**src/inc/dqm_pkg.sv**
```systemverilog
// Purpose: shared constants, types and helpers for the dq map readout block
// Assumes: 100 MHz core clock, one map table shared by all channels
// Notes: map table holds one 4-bit physical index per logical dq
package dqm_pkg;
    localparam int DQM_NDQ = 10;
    localparam int DQM_NCH = 4;

    // register byte offsets on the axi4-lite port
    localparam logic [7:0] DQM_OFF_MAP_LO = 8'h00;
    localparam logic [7:0] DQM_OFF_MAP_HI = 8'h04;
    localparam logic [7:0] DQM_OFF_STAT = 8'h08;

    // status fields
    localparam int DQM_ST_SEL_LSB = 0;
    localparam int DQM_ST_MODE = 4;
    localparam int DQM_ST_RCK = 5;
    localparam int DQM_ST_ILL = 6;

    // mode register command decode
    localparam logic [4:0] DQM_MR_MAP = 5'h1d;
    localparam int DQM_OP_EN = 4;

    // reset values; the map default is arbitrary (identity)
    localparam logic [39:0] DQM_MAP_RST = 40'h9876543210;
    localparam logic [3:0] DQM_SEL_RST = 4'h0;

    // timing: longest delays in ns, rounded down to cycles, at least one
    localparam int DQM_CLK_MHZ = 100;
    localparam int DQM_T_ON_NS = 20;
    localparam int DQM_T_OFF_NS = 20;
    localparam int DQM_ON_CYC = (DQM_T_ON_NS * DQM_CLK_MHZ / 1000 < 1) ? 1 : DQM_T_ON_NS * DQM_CLK_MHZ / 1000;
    localparam int DQM_OFF_CYC = (DQM_T_OFF_NS * DQM_CLK_MHZ / 1000 < 1) ? 1 : DQM_T_OFF_NS * DQM_CLK_MHZ / 1000;

    localparam logic [1:0] DQM_RESP_OKAY = 2'b00;
    localparam logic [1:0] DQM_RESP_SLVERR = 2'b10;

    typedef enum logic {DQM_NORMAL, DQM_MAPPING} dqm_mode_t;

    // physical index for a logical select; codes above 9 select no pin
    function automatic logic [3:0] dqm_phys(input logic [39:0] map, input logic [3:0] lsel);
        if (lsel > 4'h9) begin
            return 4'hf;
        end
        return map[{lsel, 2'b00} +: 4];
    endfunction : dqm_phys
endpackage : dqm_pkg

```
**src/inc/dqm_pat_if.sv**
```systemverilog
// Purpose: carries map mode state from the control core to the pin pattern stage
// Assumes: both ends on the same clock
// Notes: lvl high means pin drives high (+1 in pam3)
`timescale 1ns/100ps
interface dqm_pat_if;
    import dqm_pkg::*;
    dqm_mode_t mode;
    logic [3:0] sel;
    logic [39:0] map;
    logic [9:0] lvl;
    logic oe;
    logic dqe;
    modport ctl (output mode, output sel, output map, input lvl, input oe, input dqe);
    modport pat (input mode, input sel, input map, output lvl, output oe, output dqe);
endinterface : dqm_pat_if

```
**src/rtl/dqm_pattern.sv**
```systemverilog
// Purpose: builds the static dq pattern for one channel from mode, select and map
// Assumes: mode/sel/map come from flops on the same clock
// Notes: one register stage; outside map mode the pins are released
`timescale 1ns/100ps
module dqm_pattern
    import dqm_pkg::*;
(
    input wire logic clk,
    input wire logic rst,
    dqm_pat_if.pat pi
);
    typedef struct packed {
        logic [9:0] lvl;
        logic oe;
        logic dqe;
    } dqm_pat_st_t;

    dqm_pat_st_t s_r;
    dqm_pat_st_t s_nxt;
    logic [3:0] phys;

    always_comb begin
        s_nxt = s_r;
        phys = dqm_phys(pi.map, pi.sel);
        if (pi.mode == DQM_MAPPING) begin
            for (int p = 0; p < DQM_NDQ; p++) begin
                s_nxt.lvl[p] = (phys != 4'(p));
            end
            s_nxt.oe = 1'b1;
            s_nxt.dqe = 1'b1;
        end else begin
            // default state: released, level parked high
            s_nxt.lvl = '1;
            s_nxt.oe = 1'b0;
            s_nxt.dqe = 1'b0;
        end
    end

    always_ff @(posedge clk) begin
        if (rst) begin
            s_r <= '{lvl: '1, oe: 1'b0, dqe: 1'b0};
        end else begin
            s_r <= s_nxt;
        end
    end

    assign pi.lvl = s_r.lvl;
    assign pi.oe = s_r.oe;
    assign pi.dqe = s_r.dqe;

    a_one_pin_low: assert property (@(posedge clk) disable iff (rst)
        (pi.mode == DQM_MAPPING) && (pi.sel < 4'ha) |=>
        s_r.oe && ($countones(~s_r.lvl) == 1) && !s_r.lvl[dqm_phys($past(pi.map), $past(pi.sel))])
        else $error("selected pin not the only low pin");
    a_dqe_never_low: assert property (@(posedge clk) disable iff (rst)
        s_r.oe |-> s_r.dqe)
        else $error("error pin low during map mode");
    a_pins_release: assert property (@(posedge clk) disable iff (rst)
        (pi.mode == DQM_NORMAL) |=> !s_r.oe && !s_r.dqe && (s_r.lvl == 10'h3ff))
        else $error("pins still driven outside map mode");
endmodule : dqm_pattern

```
**src/rtl/dqm_top.sv**
```systemverilog
// Purpose: dq map readout logic with axi4-lite access to the map table and status
// Assumes: cmd_* come from the command decoder on clk; cmd_valid marks the last ck4 cycle
// Notes: one map table drives every channel; codes 10..15 give all pins high
//
// The implementer's own choices: the register offsets and the AXI4-Lite slave port.
`timescale 1ns/100ps
module dqm_top
    import dqm_pkg::*;
(
    input wire logic clk,
    input wire logic rst,
    input wire logic cmd_valid,
    input wire logic cmd_mrs,
    input wire logic [4:0] cmd_ma,
    input wire logic [11:0] cmd_op,
    input wire logic rck_req,
    output logic rck_en,
    output logic [39:0] dq_o,
    output logic [39:0] dq_oe,
    output logic [3:0] dqe_o,
    output logic [3:0] dqe_oe,
    input wire logic [7:0] s_axi_awaddr,
    input wire logic s_axi_awvalid,
    output logic s_axi_awready,
    input wire logic [31:0] s_axi_wdata,
    input wire logic [3:0] s_axi_wstrb,
    input wire logic s_axi_wvalid,
    output logic s_axi_wready,
    output logic [1:0] s_axi_bresp,
    output logic s_axi_bvalid,
    input wire logic s_axi_bready,
    input wire logic [7:0] s_axi_araddr,
    input wire logic s_axi_arvalid,
    output logic s_axi_arready,
    output logic [31:0] s_axi_rdata,
    output logic [1:0] s_axi_rresp,
    output logic s_axi_rvalid,
    input wire logic s_axi_rready
);
    localparam int A_ON = DQM_ON_CYC;
    localparam int A_OFF = DQM_OFF_CYC;

    typedef struct packed {
        dqm_mode_t mode;
        logic [3:0] sel;
        logic rck;
        logic ill;
        logic [39:0] map;
        logic aw_got;
        logic w_got;
        logic [7:0] awaddr;
        logic [31:0] wdata;
        logic [3:0] wstrb;
        logic awready;
        logic wready;
        logic bvalid;
        logic [1:0] bresp;
        logic arready;
        logic rvalid;
        logic [31:0] rdata;
        logic [1:0] rresp;
    } dqm_top_st_t;

    dqm_top_st_t s_r;
    dqm_top_st_t s_nxt;
    logic mrs_take;
    logic ill_set;
    logic ill_clr;

    dqm_pat_if pif ();

    dqm_pattern u_pattern (
        .clk(clk),
        .rst(rst),
        .pi(pif)
    );

    assign pif.mode = s_r.mode;
    assign pif.sel = s_r.sel;
    assign pif.map = s_r.map;

    // byte-lane merge used by both map registers
    function automatic logic [31:0] dqm_merge(input logic [31:0] old, input logic [31:0] nw, input logic [3:0] be);
        logic [31:0] res;
        res = old;
        for (int b = 0; b < 4; b++) begin
            if (be[b]) begin
                res[8*b +: 8] = nw[8*b +: 8];
            end
        end
        return res;
    endfunction : dqm_merge

    always_comb begin
        logic [31:0] tmp;
        tmp = '0;
        s_nxt = s_r;
        // command taken on its last ck4 cycle only
        mrs_take = cmd_valid && cmd_mrs && (cmd_ma == DQM_MR_MAP);
        // anything else during map mode is a host fault, ignored but flagged
        ill_set = cmd_valid && !mrs_take && (s_r.mode == DQM_MAPPING);
        ill_clr = 1'b0;

        if (mrs_take) begin
            s_nxt.mode = cmd_op[DQM_OP_EN] ? DQM_MAPPING : DQM_NORMAL;
            s_nxt.sel = cmd_op[3:0];
        end
        // read clock follows its request only outside map mode
        if ((s_r.mode == DQM_NORMAL) && !(mrs_take && cmd_op[DQM_OP_EN])) begin
            s_nxt.rck = rck_req;
        end

        // write path: address and data in either order
        if (s_axi_awvalid && s_r.awready) begin
            s_nxt.aw_got = 1'b1;
            s_nxt.awaddr = s_axi_awaddr;
        end
        if (s_axi_wvalid && s_r.wready) begin
            s_nxt.w_got = 1'b1;
            s_nxt.wdata = s_axi_wdata;
            s_nxt.wstrb = s_axi_wstrb;
        end
        if (s_r.aw_got && s_r.w_got) begin
            s_nxt.aw_got = 1'b0;
            s_nxt.w_got = 1'b0;
            s_nxt.bvalid = 1'b1;
            s_nxt.bresp = DQM_RESP_OKAY;
            case (s_r.awaddr & 8'hfc)
                DQM_OFF_MAP_LO: begin
                    s_nxt.map[31:0] = dqm_merge(s_r.map[31:0], s_r.wdata, s_r.wstrb);
                end
                DQM_OFF_MAP_HI: begin
                    tmp = dqm_merge({24'h000000, s_r.map[39:32]}, s_r.wdata, s_r.wstrb);
                    s_nxt.map[39:32] = tmp[7:0];
                end
                DQM_OFF_STAT: begin
                    ill_clr = s_r.wstrb[0] && s_r.wdata[DQM_ST_ILL];
                end
                default: begin
                    s_nxt.bresp = DQM_RESP_SLVERR;
                end
            endcase
        end else if (s_r.bvalid && s_axi_bready) begin
            s_nxt.bvalid = 1'b0;
        end
        // write one to clear; a new fault in the same cycle wins
        if (ill_clr) begin
            s_nxt.ill = 1'b0;
        end
        if (ill_set) begin
            s_nxt.ill = 1'b1;
        end
        s_nxt.awready = !s_nxt.aw_got && !s_nxt.bvalid;
        s_nxt.wready = !s_nxt.w_got && !s_nxt.bvalid;

        // read path
        if (s_axi_arvalid && s_r.arready) begin
            s_nxt.rvalid = 1'b1;
            s_nxt.rresp = DQM_RESP_OKAY;
            s_nxt.rdata = '0;
            case (s_axi_araddr & 8'hfc)
                DQM_OFF_MAP_LO: begin
                    s_nxt.rdata = s_r.map[31:0];
                end
                DQM_OFF_MAP_HI: begin
                    s_nxt.rdata = {24'h000000, s_r.map[39:32]};
                end
                DQM_OFF_STAT: begin
                    s_nxt.rdata[DQM_ST_SEL_LSB +: 4] = s_r.sel;
                    s_nxt.rdata[DQM_ST_MODE] = (s_r.mode == DQM_MAPPING);
                    s_nxt.rdata[DQM_ST_RCK] = s_r.rck;
                    s_nxt.rdata[DQM_ST_ILL] = s_r.ill;
                end
                default: begin
                    s_nxt.rresp = DQM_RESP_SLVERR;
                end
            endcase
        end else if (s_r.rvalid && s_axi_rready) begin
            s_nxt.rvalid = 1'b0;
        end
        s_nxt.arready = !s_nxt.rvalid;
    end

    always_ff @(posedge clk) begin
        if (rst) begin
            s_r <= '0;
            s_r.mode <= DQM_NORMAL;
            s_r.sel <= DQM_SEL_RST;
            s_r.map <= DQM_MAP_RST;
            s_r.awready <= 1'b1;
            s_r.wready <= 1'b1;
            s_r.arready <= 1'b1;
        end else begin
            s_r <= s_nxt;
        end
    end

    // one pattern, copied to every channel
    assign dq_o = {DQM_NCH{pif.lvl}};
    assign dq_oe = {DQM_NCH * DQM_NDQ{pif.oe}};
    assign dqe_o = {DQM_NCH{1'b1}};
    assign dqe_oe = {DQM_NCH{pif.dqe}};
    assign rck_en = s_r.rck;
    assign s_axi_awready = s_r.awready;
    assign s_axi_wready = s_r.wready;
    assign s_axi_bvalid = s_r.bvalid;
    assign s_axi_bresp = s_r.bresp;
    assign s_axi_arready = s_r.arready;
    assign s_axi_rvalid = s_r.rvalid;
    assign s_axi_rdata = s_r.rdata;
    assign s_axi_rresp = s_r.rresp;

    a_enter_on_cmd: assert property (@(posedge clk) disable iff (rst)
        mrs_take |=> (s_r.mode == DQM_MAPPING) == $past(cmd_op[DQM_OP_EN]))
        else $error("map mode does not follow enable bit");
    a_on_delay: assert property (@(posedge clk) disable iff (rst)
        mrs_take && cmd_op[DQM_OP_EN] && (cmd_op[3:0] < 4'ha) |->
        ##[1:A_ON] ($countones(~dq_o[9:0]) == 1) && dq_oe[0])
        else $error("selected pin late after enable");
    a_off_delay: assert property (@(posedge clk) disable iff (rst)
        mrs_take && !cmd_op[DQM_OP_EN] |-> ##[1:A_OFF] (dq_oe == 40'h0))
        else $error("pins not released after disable");
    a_pattern_hold: assert property (@(posedge clk) disable iff (rst)
        !mrs_take |=> $stable(s_r.mode) && $stable(s_r.sel))
        else $error("map state changed without command");
    a_rck_frozen: assert property (@(posedge clk) disable iff (rst)
        (s_r.mode == DQM_MAPPING) |=> $stable(rck_en))
        else $error("read clock changed in map mode");
    a_chan_equal: assert property (@(posedge clk) disable iff (rst)
        (dq_o[19:10] == dq_o[9:0]) && (dq_o[29:20] == dq_o[9:0]) && (dq_o[39:30] == dq_o[9:0]))
        else $error("channels differ");
    a_dqe_high: assert property (@(posedge clk) disable iff (rst)
        dq_oe[0] |-> (dqe_oe == 4'hf) && (dqe_o == 4'hf))
        else $error("error pin not high in map mode");
    a_ill_sticky: assert property (@(posedge clk) disable iff (rst)
        ill_set |=> s_r.ill)
        else $error("illegal command not flagged");
endmodule : dqm_top

```
**config.mk**
```make
export PLATFORM = sky130hd
export DESIGN_NAME = dqm_top
export DESIGN_NICKNAME = d
export VERILOG_FILES = /design/src/inc/dqm_pkg.sv /design/src/inc/dqm_pat_if.sv /design/src/rtl/dqm_pattern.sv /design/src/rtl/dqm_top.sv
export SDC_FILE = /design/constraint.sdc
export NUM_CORES = 1
export LEC_CHECK = 0
export BUFFER_PORTS_ARGS = -buffer_cell sky130_fd_sc_hd__clkbuf_2
export CAP_MARGIN = 30
export CORE_UTILIZATION = 55
export DETAILED_ROUTE_END_ITERATION = 8
export PLACE_DENSITY = 0.92
export SETUP_SLACK_MARGIN = 0.4
export SLEW_MARGIN = 20
export SYNTH_ARGS = -nofsm -noshare
export SYNTH_HDL_FRONTEND = slang
export SYNTH_SLANG_ARGS = --single-unit
export TNS_END_PERCENT = 30
```
**constraint.sdc**
```tcl
create_clock -name clk -period 3.6 [get_ports clk]
set_input_delay 0.18 -clock clk [delete_from_list [all_inputs] [get_ports clk]]
set_output_delay 0.18 -clock clk [all_outputs]
set_load 0.05 [all_outputs]
```
**Yosys cells after proc, flatten, opt, wreduce, memory -nomap -nowiden**

Cells that the tools add are included.

- $lt $le $gt $ge: 1
- Eq/ne operators: 14
- Shift operators: 1
- Multiplexer cells: 20
- Bitwise logic cells: 1
- Reduce and logical (&&, ||, !) cells: 33

Operators by type and width:

| kind | count |
|---|---|
| case mux 25 bit (2 select lines) | 1 |
| variable part select 40 x 7 -> 4 bit | 1 |
| case mux 7 bit (3 select lines) | 1 |
| zero test 8 bit | 2 |
| inequality test 4 x 3 -> 1 bit (second input constant) | 4 |
| logical AND 1 bit | 15 |
| AND reduction 3 bit | 5 |
| equality test 6 x 1 -> 1 bit (second input constant) | 2 |
| equality test 6 x 2 -> 1 bit (second input constant) | 2 |
| 2-to-1 mux 1 bit | 12 |
| 2-to-1 mux 2 bit | 4 |
| 2-to-1 mux 4 bit | 2 |
| inequality test 4 x 2 -> 1 bit (second input constant) | 2 |
| inequality test 4 bit (second input constant) | 2 |
| zero test 1 bit | 6 |
| OR reduction 3 bit | 2 |
| equality test 5 bit (second input constant) | 1 |
| greater-than comparator 4 bit (second input constant) | 1 |
| inequality test 4 x 1 -> 1 bit (second input constant) | 1 |
| nonzero test 4 bit | 1 |
| nonzero test 2 bit | 1 |
| OR reduction 2 bit | 1 |
| inverter 1 bit | 1 |

- Register bits after elaboration: 146
- Bits of input ports: 79
- Output and inout port bits: 130
- Logic and storage cells: 95

**Depth between registers and ports, before layout**

Gate-level depths: netlist of run 1.

- Depth in word-level cells: 6
- Mapped depth: 7
- Depth with buffers taken out: 5

**Cells and area by module**

Synthesis of run 1 repeated with hierarchy kept, for this count alone.

- Cells, all modules: 754
- Area, all modules: 6632.6 um^2

By module, submodules not included:

| module | instances | cells an instance | area an instance (um^2) | sequential area each (um^2) |
|---|---|---|---|---|
| dqm_top | 1 | 681 | 5895.7 | 2602.5 |
| dqm_pattern | 1 | 73 | 737.0 | 220.2 |

**Worst setup path before layout of run 1**

Ideal clock, no wire load.

- Kind: reg2reg
- Start: register s_r[81] (netlist bit)
- End: register, netlist name pif.map[12]
- Library setup time: 0.120 ns
- Data arrival time: 1.646 ns
- Required time: 3.480 ns
- Setup slack: 1.834 ns
- Cell stages (with the launch flop): 6
- Path buffers: 1
- Period minus slack after synthesis: 1.766 ns
- Path through: dfxtp_1 -> or4_4 -> nor4_4 -> buf_6 -> nand2_4 -> a211o_1

- Longest elaborated chain between the ends: 2

RTL lines:

| item | RTL line | RTL |
|---|---|---|
| from (decl) | dqm_top.sv:64 | `dqm_top_st_t s_r;` |
| from (signal assigned) | dqm_top.sv:194 | `s_r <= s_nxt;` |
| zero test 8 bit | dqm_top.sv:128 | `case (s_r.awaddr & 8'hfc)` |
| AND reduction 3 bit (no source line) | n/a |  |

Every way passes these cells.
A chain may end at the register's enable or synchronous reset.

**Worst setup path in the final report of run 1**

- Start: register s_r[81] (netlist bit)
- End: register, netlist name pif.map[39]

- Longest elaborated chain between the ends: 2

RTL lines:

| item |
|---|
| equality test 6 x 1 -> 1 bit |
| AND reduction 3 bit (no source line) |

Every way passes these cells.

==> flow_summary.toml, run 1 <==
[run_status]
run_status = "finished clean"

[worst_setup_path]
cp-end-kind = "flip-flop"
worstSetupStartpointType = "flip-flop"
arrival_ns = 2.58
worstPathRequired_ns = 3.90
ff2ff_path_depth = 4
worstPathMaxFanout = 11
crit_type = "flip-flop to flip-flop"

[routing]
drt-pass1-iter-count = 5
met3_length_um = 1050
wl_met1_um = 6310
viasPerCell = 5.64
met2_length_um = 8680
drt_wl_total_um = 16600
drt_iter0_drc = 479
maxUsedRoutingLayer = "met4"
antenna_left = 0
vias = 5489
routedWlPerCell_um = 17.0
drc_errors = 0

[clocking]
cts_buffers = 17
cts_hold_buffers = 30
cts_tree = "built"
htreeDepth = 4
cts_sinks = 141
clk_pin_slew_ns = 0.05
cts_resized = 0
cts_setup_buffers = 0
clock_latency_ns = 0.42
clock-root-buffer = "clkbuf_16"
clockBufferDepth = 2

[timing]
fin_worst_skew_ns = 0.0144
fin_crit_ns = 2.28
max_slew.worst_pin.slew_ns = 0.748
finalHoldViolCount = 0
fmax_mhz = 439
drv_slew = 0
slew_headroom_pct = 49.8
fin_setup_tns_ns = 0
fin_crit_sh_pct = 63.3
rsz0062_at_grt = "no"
setup_ws_ns = 1.32
setup_viol = 0

[final_layout]
drive_gt1_share_pct = 30.5
nets = 901
syn_to_final_growth_pct = 17.3
diodes = 0
nFillCells = 796

[logic_synthesis]
ys_seq_elements = 141
synth-edff-count = 0
synthesis.area_um2 = 6300
syn_inst = 724
synth_area_leader_cell = "dfxtp_1"
synthTopCellsByCount = "141 x dfxtp_1, 127 x nand2_1, 117 x buf_4"
postSynth.asyncResetShare_pct = 0
synth_cell_type_count = 42
synthTopCellsByArea = "dfxtp_1 45%, buf_4 14%, nand2_1 7.6%, a21oi_1 5.6%, nor2_1 3.1%"
yosysWarnings = 0
avgSynthCellArea_um2 = 8.70
synth_most_common_cell = "dfxtp_1"
synth.yosys.seq_area_share_pct = 44.8
synth-main-ff-cell = "dfxtp_1"
synth_top_area_share_pct = 44.8

[grt]
grtUsageTotal_pct = 28.5
grt_pass1_vias = 5060
grt_max_degree = 50
gr-total-overflow = 0
grt_pass1_wl_um = 25300
antenna_found_initial = 0

[die]
die_area_um2 = 11900
core_um2 = 11000
die_h_um = 109
rows = 38
start_util_pct = 57.3
num_io_pins = 209
die_w_um = 109

[placement]
io_buffer_count = 191
dp_slack_ns = 1.38
place.gp.congestion = 0.909
hpwl_um = 10300

[hold_path]
whs_path_depth = 3
hold_path.class = "input port to flip-flop"

[power_and_ir_drop]
vdd_drop_max_mv = 0.367
p_per_area_nw_per_um2 = 504
total_leakage_power_nw = 3.22

[job]
drv_cap = 0
==> final timing paths <==
path | from | end | slack (ns)
max | s_r[81] | pif.map[39] | 1.32
min | cmd_op[1] | pif.sel[1] | 0.01
max reg2reg | s_r[81] | pif.map[39] | 1.32
min reg2reg | s_r[69] | s_r[69] | 0.46
==> layer usage <==
metal	track usage (%)	vias to the layer above
met5	0	-
met4	13.2	0
met3	6.34	57
met2	51.3	315
met1	31.8	2586
li1	-	2531
==> flip-flops by register name (all words and copies together) (netlist names) <==
| name | cells |
|---|---|
| s_axi_bvalid | 1 |
| pif.map | 40 |
| s_axi_awready | 1 |
| u_pattern.pi.dqe | 1 |
| s_r | 45 |
| rck_en | 1 |
| s_axi_arready | 1 |
| u_pattern.pi.lvl | 10 |
| s_axi_rdata | 32 |
| s_axi_rresp | 1 |
| s_axi_wready | 1 |
| s_axi_bresp | 1 |
| pif.mode | 1 |
| s_axi_rvalid | 1 |
| pif.sel | 4 |
==> layout by cell type (no fill, tap or decap), types with 11 or more instances in the layout <==
cell type / n
a211o_1: 14
a21oi_1: 71
a22oi_1: 24
and3_1: 12
clkbuf_16: 17
clkbuf_2: 190
dfxtp_1: 141
dlygate4sd3_1: 30
mux2_2: 15
mux2i_1: 19
nand2_1: 127
nand3_1: 26
nor2_1: 52
o21ai_0: 11
==> cells by family after synthesis <==
| family | count (synthesis) | share of synthesized area (%) |
|---|---|---|
| AO/OA/AOI/OAI | 141 | 14.0 |
| flip-flops | 141 | 44.8 |
| multiplexers | 37 | 6.77 |
| buffers and inverters | 160 | 17.0 |
| other | 2 | 0.119 |
| AND/OR/NAND/NOR | 243 | 17.3 |
==> worst max-delay path, cell delays in order, from the launching register on <==
cell and delay [ns]:
dfxtp_1 0.32, or4_4 0.56, nor2_1 0.26, nand4b_1 0.55, a211o_1 0.47
==> through the flow <==
step           total power, mW  util, %  cells  hold WS [ns]  instance area, um^2
3_3_place_gp              1.91     58.6    910         0.404                 6440
2_1_floorplan             1.85        -    728         0.316                 6310
6_report                  3.72     67.3    973        0.0125                 7390
3_5_place_dp              1.93     59.1    913         0.410                 6490
5_1_grt                   3.82     67.3    973        0.0128                 7390
4_1_cts                   3.72     67.3    973       0.00130                 7390
==> layout make-up <==
class | instances | area (um^2) | area share [%]
flip-flops and latches | 141 | 2820 | 38.2
multi-input cells | 427 | 2420 | 32.8
repair buffers | 230 | 1350 | 18.3
clock buffers | 25 | 495 | 6.71
well taps | 140 | 175 | 2.37
clock inverters | 5 | 106 | 1.44
inverters | 5 | 18.8 | 0.254
==> power by group <==
group          total [mW]  switching, mW  internal, mW
Combinational       0.286          0.182         0.104
Clock                1.78          0.627          1.16
Sequential           1.65         0.0439          1.61
Total                3.72          0.853          2.87
Power figures use the tool's default switching activity.
==> run 2: changes to the inputs <==
--- a/config.mk
+++ b/config.mk
@@ -7,9 +7,9 @@
 export LEC_CHECK = 0
 export BUFFER_PORTS_ARGS = -buffer_cell sky130_fd_sc_hd__clkbuf_2
 export CAP_MARGIN = 30
-export CORE_UTILIZATION = 55
+export CORE_UTILIZATION = 51
 export DETAILED_ROUTE_END_ITERATION = 8
-export PLACE_DENSITY = 0.92
+export PLACE_DENSITY = 0.87
 export SETUP_SLACK_MARGIN = 0.4
 export SLEW_MARGIN = 20
 export SYNTH_ARGS = -nofsm -noshare
==> constraint.sdc (replaced) <==
create_clock -name clk -period 2.16 [get_ports clk]
set_input_delay 0.108 -clock clk [delete_from_list [all_inputs] [get_ports clk]]
set_output_delay 0.108 -clock clk [all_outputs]
set_load 0.05 [all_outputs]
==> flow_summary.toml, run 2 (same netlist as run 1, synthesis figures left out) <==
[run_status]
run_status = "finished clean"

[clocking]
cts_buffers = 17
clock-root-buffer = "clkbuf_16"
clk_pin_slew_ns = 0.06
htreeDepth = 4
cts_sinks = 141
cts_tree = "built"
clockBufferDepth = 2
clock_latency_ns = 0.43

[grt]
antenna_found_initial = 1
gr-total-overflow = 0
grtUsageTotal_pct = 25.8
grt_pass1_vias = 4986
grt_pass1_wl_um = 25400
grt_max_degree = 47

[hold_path]
hold_path.class = "input port to flip-flop"
whs_path_depth = 3
hold_end = "s_r[82]"
holdCritStartpoint = "s_axi_awvalid"

[timing]
fin_worst_skew_ns = 0.00843
slew_headroom_pct = 51.5
fin_setup_tns_ns = 0
setup_ws_ns = 0.281
finalHoldViolCount = 0
rsz0062_at_grt = "yes"
setup_viol = 0
max_slew.worst_pin.slew_ns = 0.722
fin_crit_ns = 1.88
fin_crit_sh_pct = 87.0
drv_slew = 0
fmax_mhz = 532

[final_layout]
drive_gt1_share_pct = 31.9
syn_to_final_growth_pct = 23.3
nFillCells = 913
regMostFlops = "s_r"
final_cell_mix = "190 x clkbuf_2, 140 x dfxtp_1, 127 x nand2_1, 71 x a21oi_1, 52 x dlygate4sd3_1"
final_cells = 1015
nets = 934
layout_commonest_cell = "clkbuf_2"
largest_reg_flops = 45

[worst_setup_path]
regToRegEndpoint = "pif.map[29]"
crit_family = "simple AND/OR/NAND/NOR gates"
ff2ff_path_depth = 5
cp-end-kind = "flip-flop"
crit_type = "flip-flop to flip-flop"
ff2ff_setup_slack_ns = 0.28
cp_cell_sequence = "or4_4, nor4_4, buf_12, nand2_4, a211o_1"
cpMaxStageDelayCell = "or4_4"
arrival_ns = 2.19
crit_buf_inv = 1
cpPeakStageDelay_ns = 0.56
worstSetupStartpointType = "flip-flop"
worstPathMaxFanout = 17
reg2reg_from = "s_r[81]"
worstPathRequired_ns = 2.47
critPathLaunch = "s_r[81]"

[routing]
antenna_left = 0
drc_errors = 0
viasPerCell = 5.35
routedWlPerCell_um = 16.1
drt_wl_total_um = 16300
drt-pass1-iter-count = 5
drt_iter0_drc = 355
vias = 5429

[placement]
hpwl_um = 10600
io_buffer_count = 191
place.gp.congestion = 0.883
dp_slack_ns = 0.193
dp.cells = 926

[die]
die_w_um = 113
rows = 40
die_area_um2 = 12800
core_um2 = 12000
num_io_pins = 209
die_h_um = 113
start_util_pct = 52.4

[job]
drv_cap = 0

[power_and_ir_drop]
total_leakage_power_nw = 3.39
p_per_area_nw_per_um2 = 811
total_power_mw = 6.30
vdd_drop_max_mv = 0.520
[run 2: cell type report]
| type | instances | area [um^2] | share of cell area [%] |
|---|---|---|---|
| flip-flops and latches | 141 | 2830 | 36.4 |
| multi-input cells | 427 | 2450 | 31.6 |
| repair buffers | 263 | 1660 | 21.4 |
| clock buffers | 17 | 425 | 5.48 |
| clock inverters | 14 | 193 | 2.48 |
| well taps | 147 | 184 | 2.37 |
| inverters | 5 | 18.8 | 0.242 |
| diodes | 1 | 2.50 | 0.0322 |
[run 2: through the flow]
stage	hold slack, ns	utilization, %	cell area [um^2]
after floorplan	0.244	-	6310
after global placement	0.332	54.4	6530
after detailed placement	0.337	54.4	6530
after CTS	0.00438	63.9	7680
after global routing	0.0440	64.6	7760
final	0.0252	64.6	7760
[run 2: routing by layer]
layer	wire length [um]	global-route usage, %	part of all wire (%)
met1	6460	29.7	40
met2	8370	45.4	51
met4	500	11.7	3.1
met3	997	5.89	6.1
met5	0	0	0
[run 2: worst max-delay path by stage]
stage               slack [ns]                  end  depth (start not counted)
floorplan                 0.39          pif.map[18]                          5
global placement          0.25  u_pattern.pi.lvl[1]                          6
detailed placement        0.19  u_pattern.pi.lvl[4]                          6
CTS                       0.29          pif.map[29]                          5
global route              0.23          pif.map[12]                          5
finish                    0.28          pif.map[29]                          5
[run 2: power by group]
group / switching [mW] / leakage (nW) / total [mW] / internal [mW]
logic: 0.306 / 1.95 / 0.509 / 0.203
clock network: 1.12 / 0.296 / 3.04 / 1.92
registers: 0.0725 / 1.15 / 2.75 / 2.68
[run 2: worst min-delay path, cell delays in order]
cell	delay (ns)
clkbuf_2	0.13
nand3_1	0.10
a21oi_1	0.05
[run 2: what timing repair did]
item / 4_1_cts / 5_1_grt
setup buffers: 0 / 4
gates resized for setup: 3 / 7
gates cloned: 0 / 1
hold buffers: 52 / 0
pin swaps: 0 / 2
endpoints found under the hold margin: 51 / 0
endpoints found under the setup margin: 33 / 51
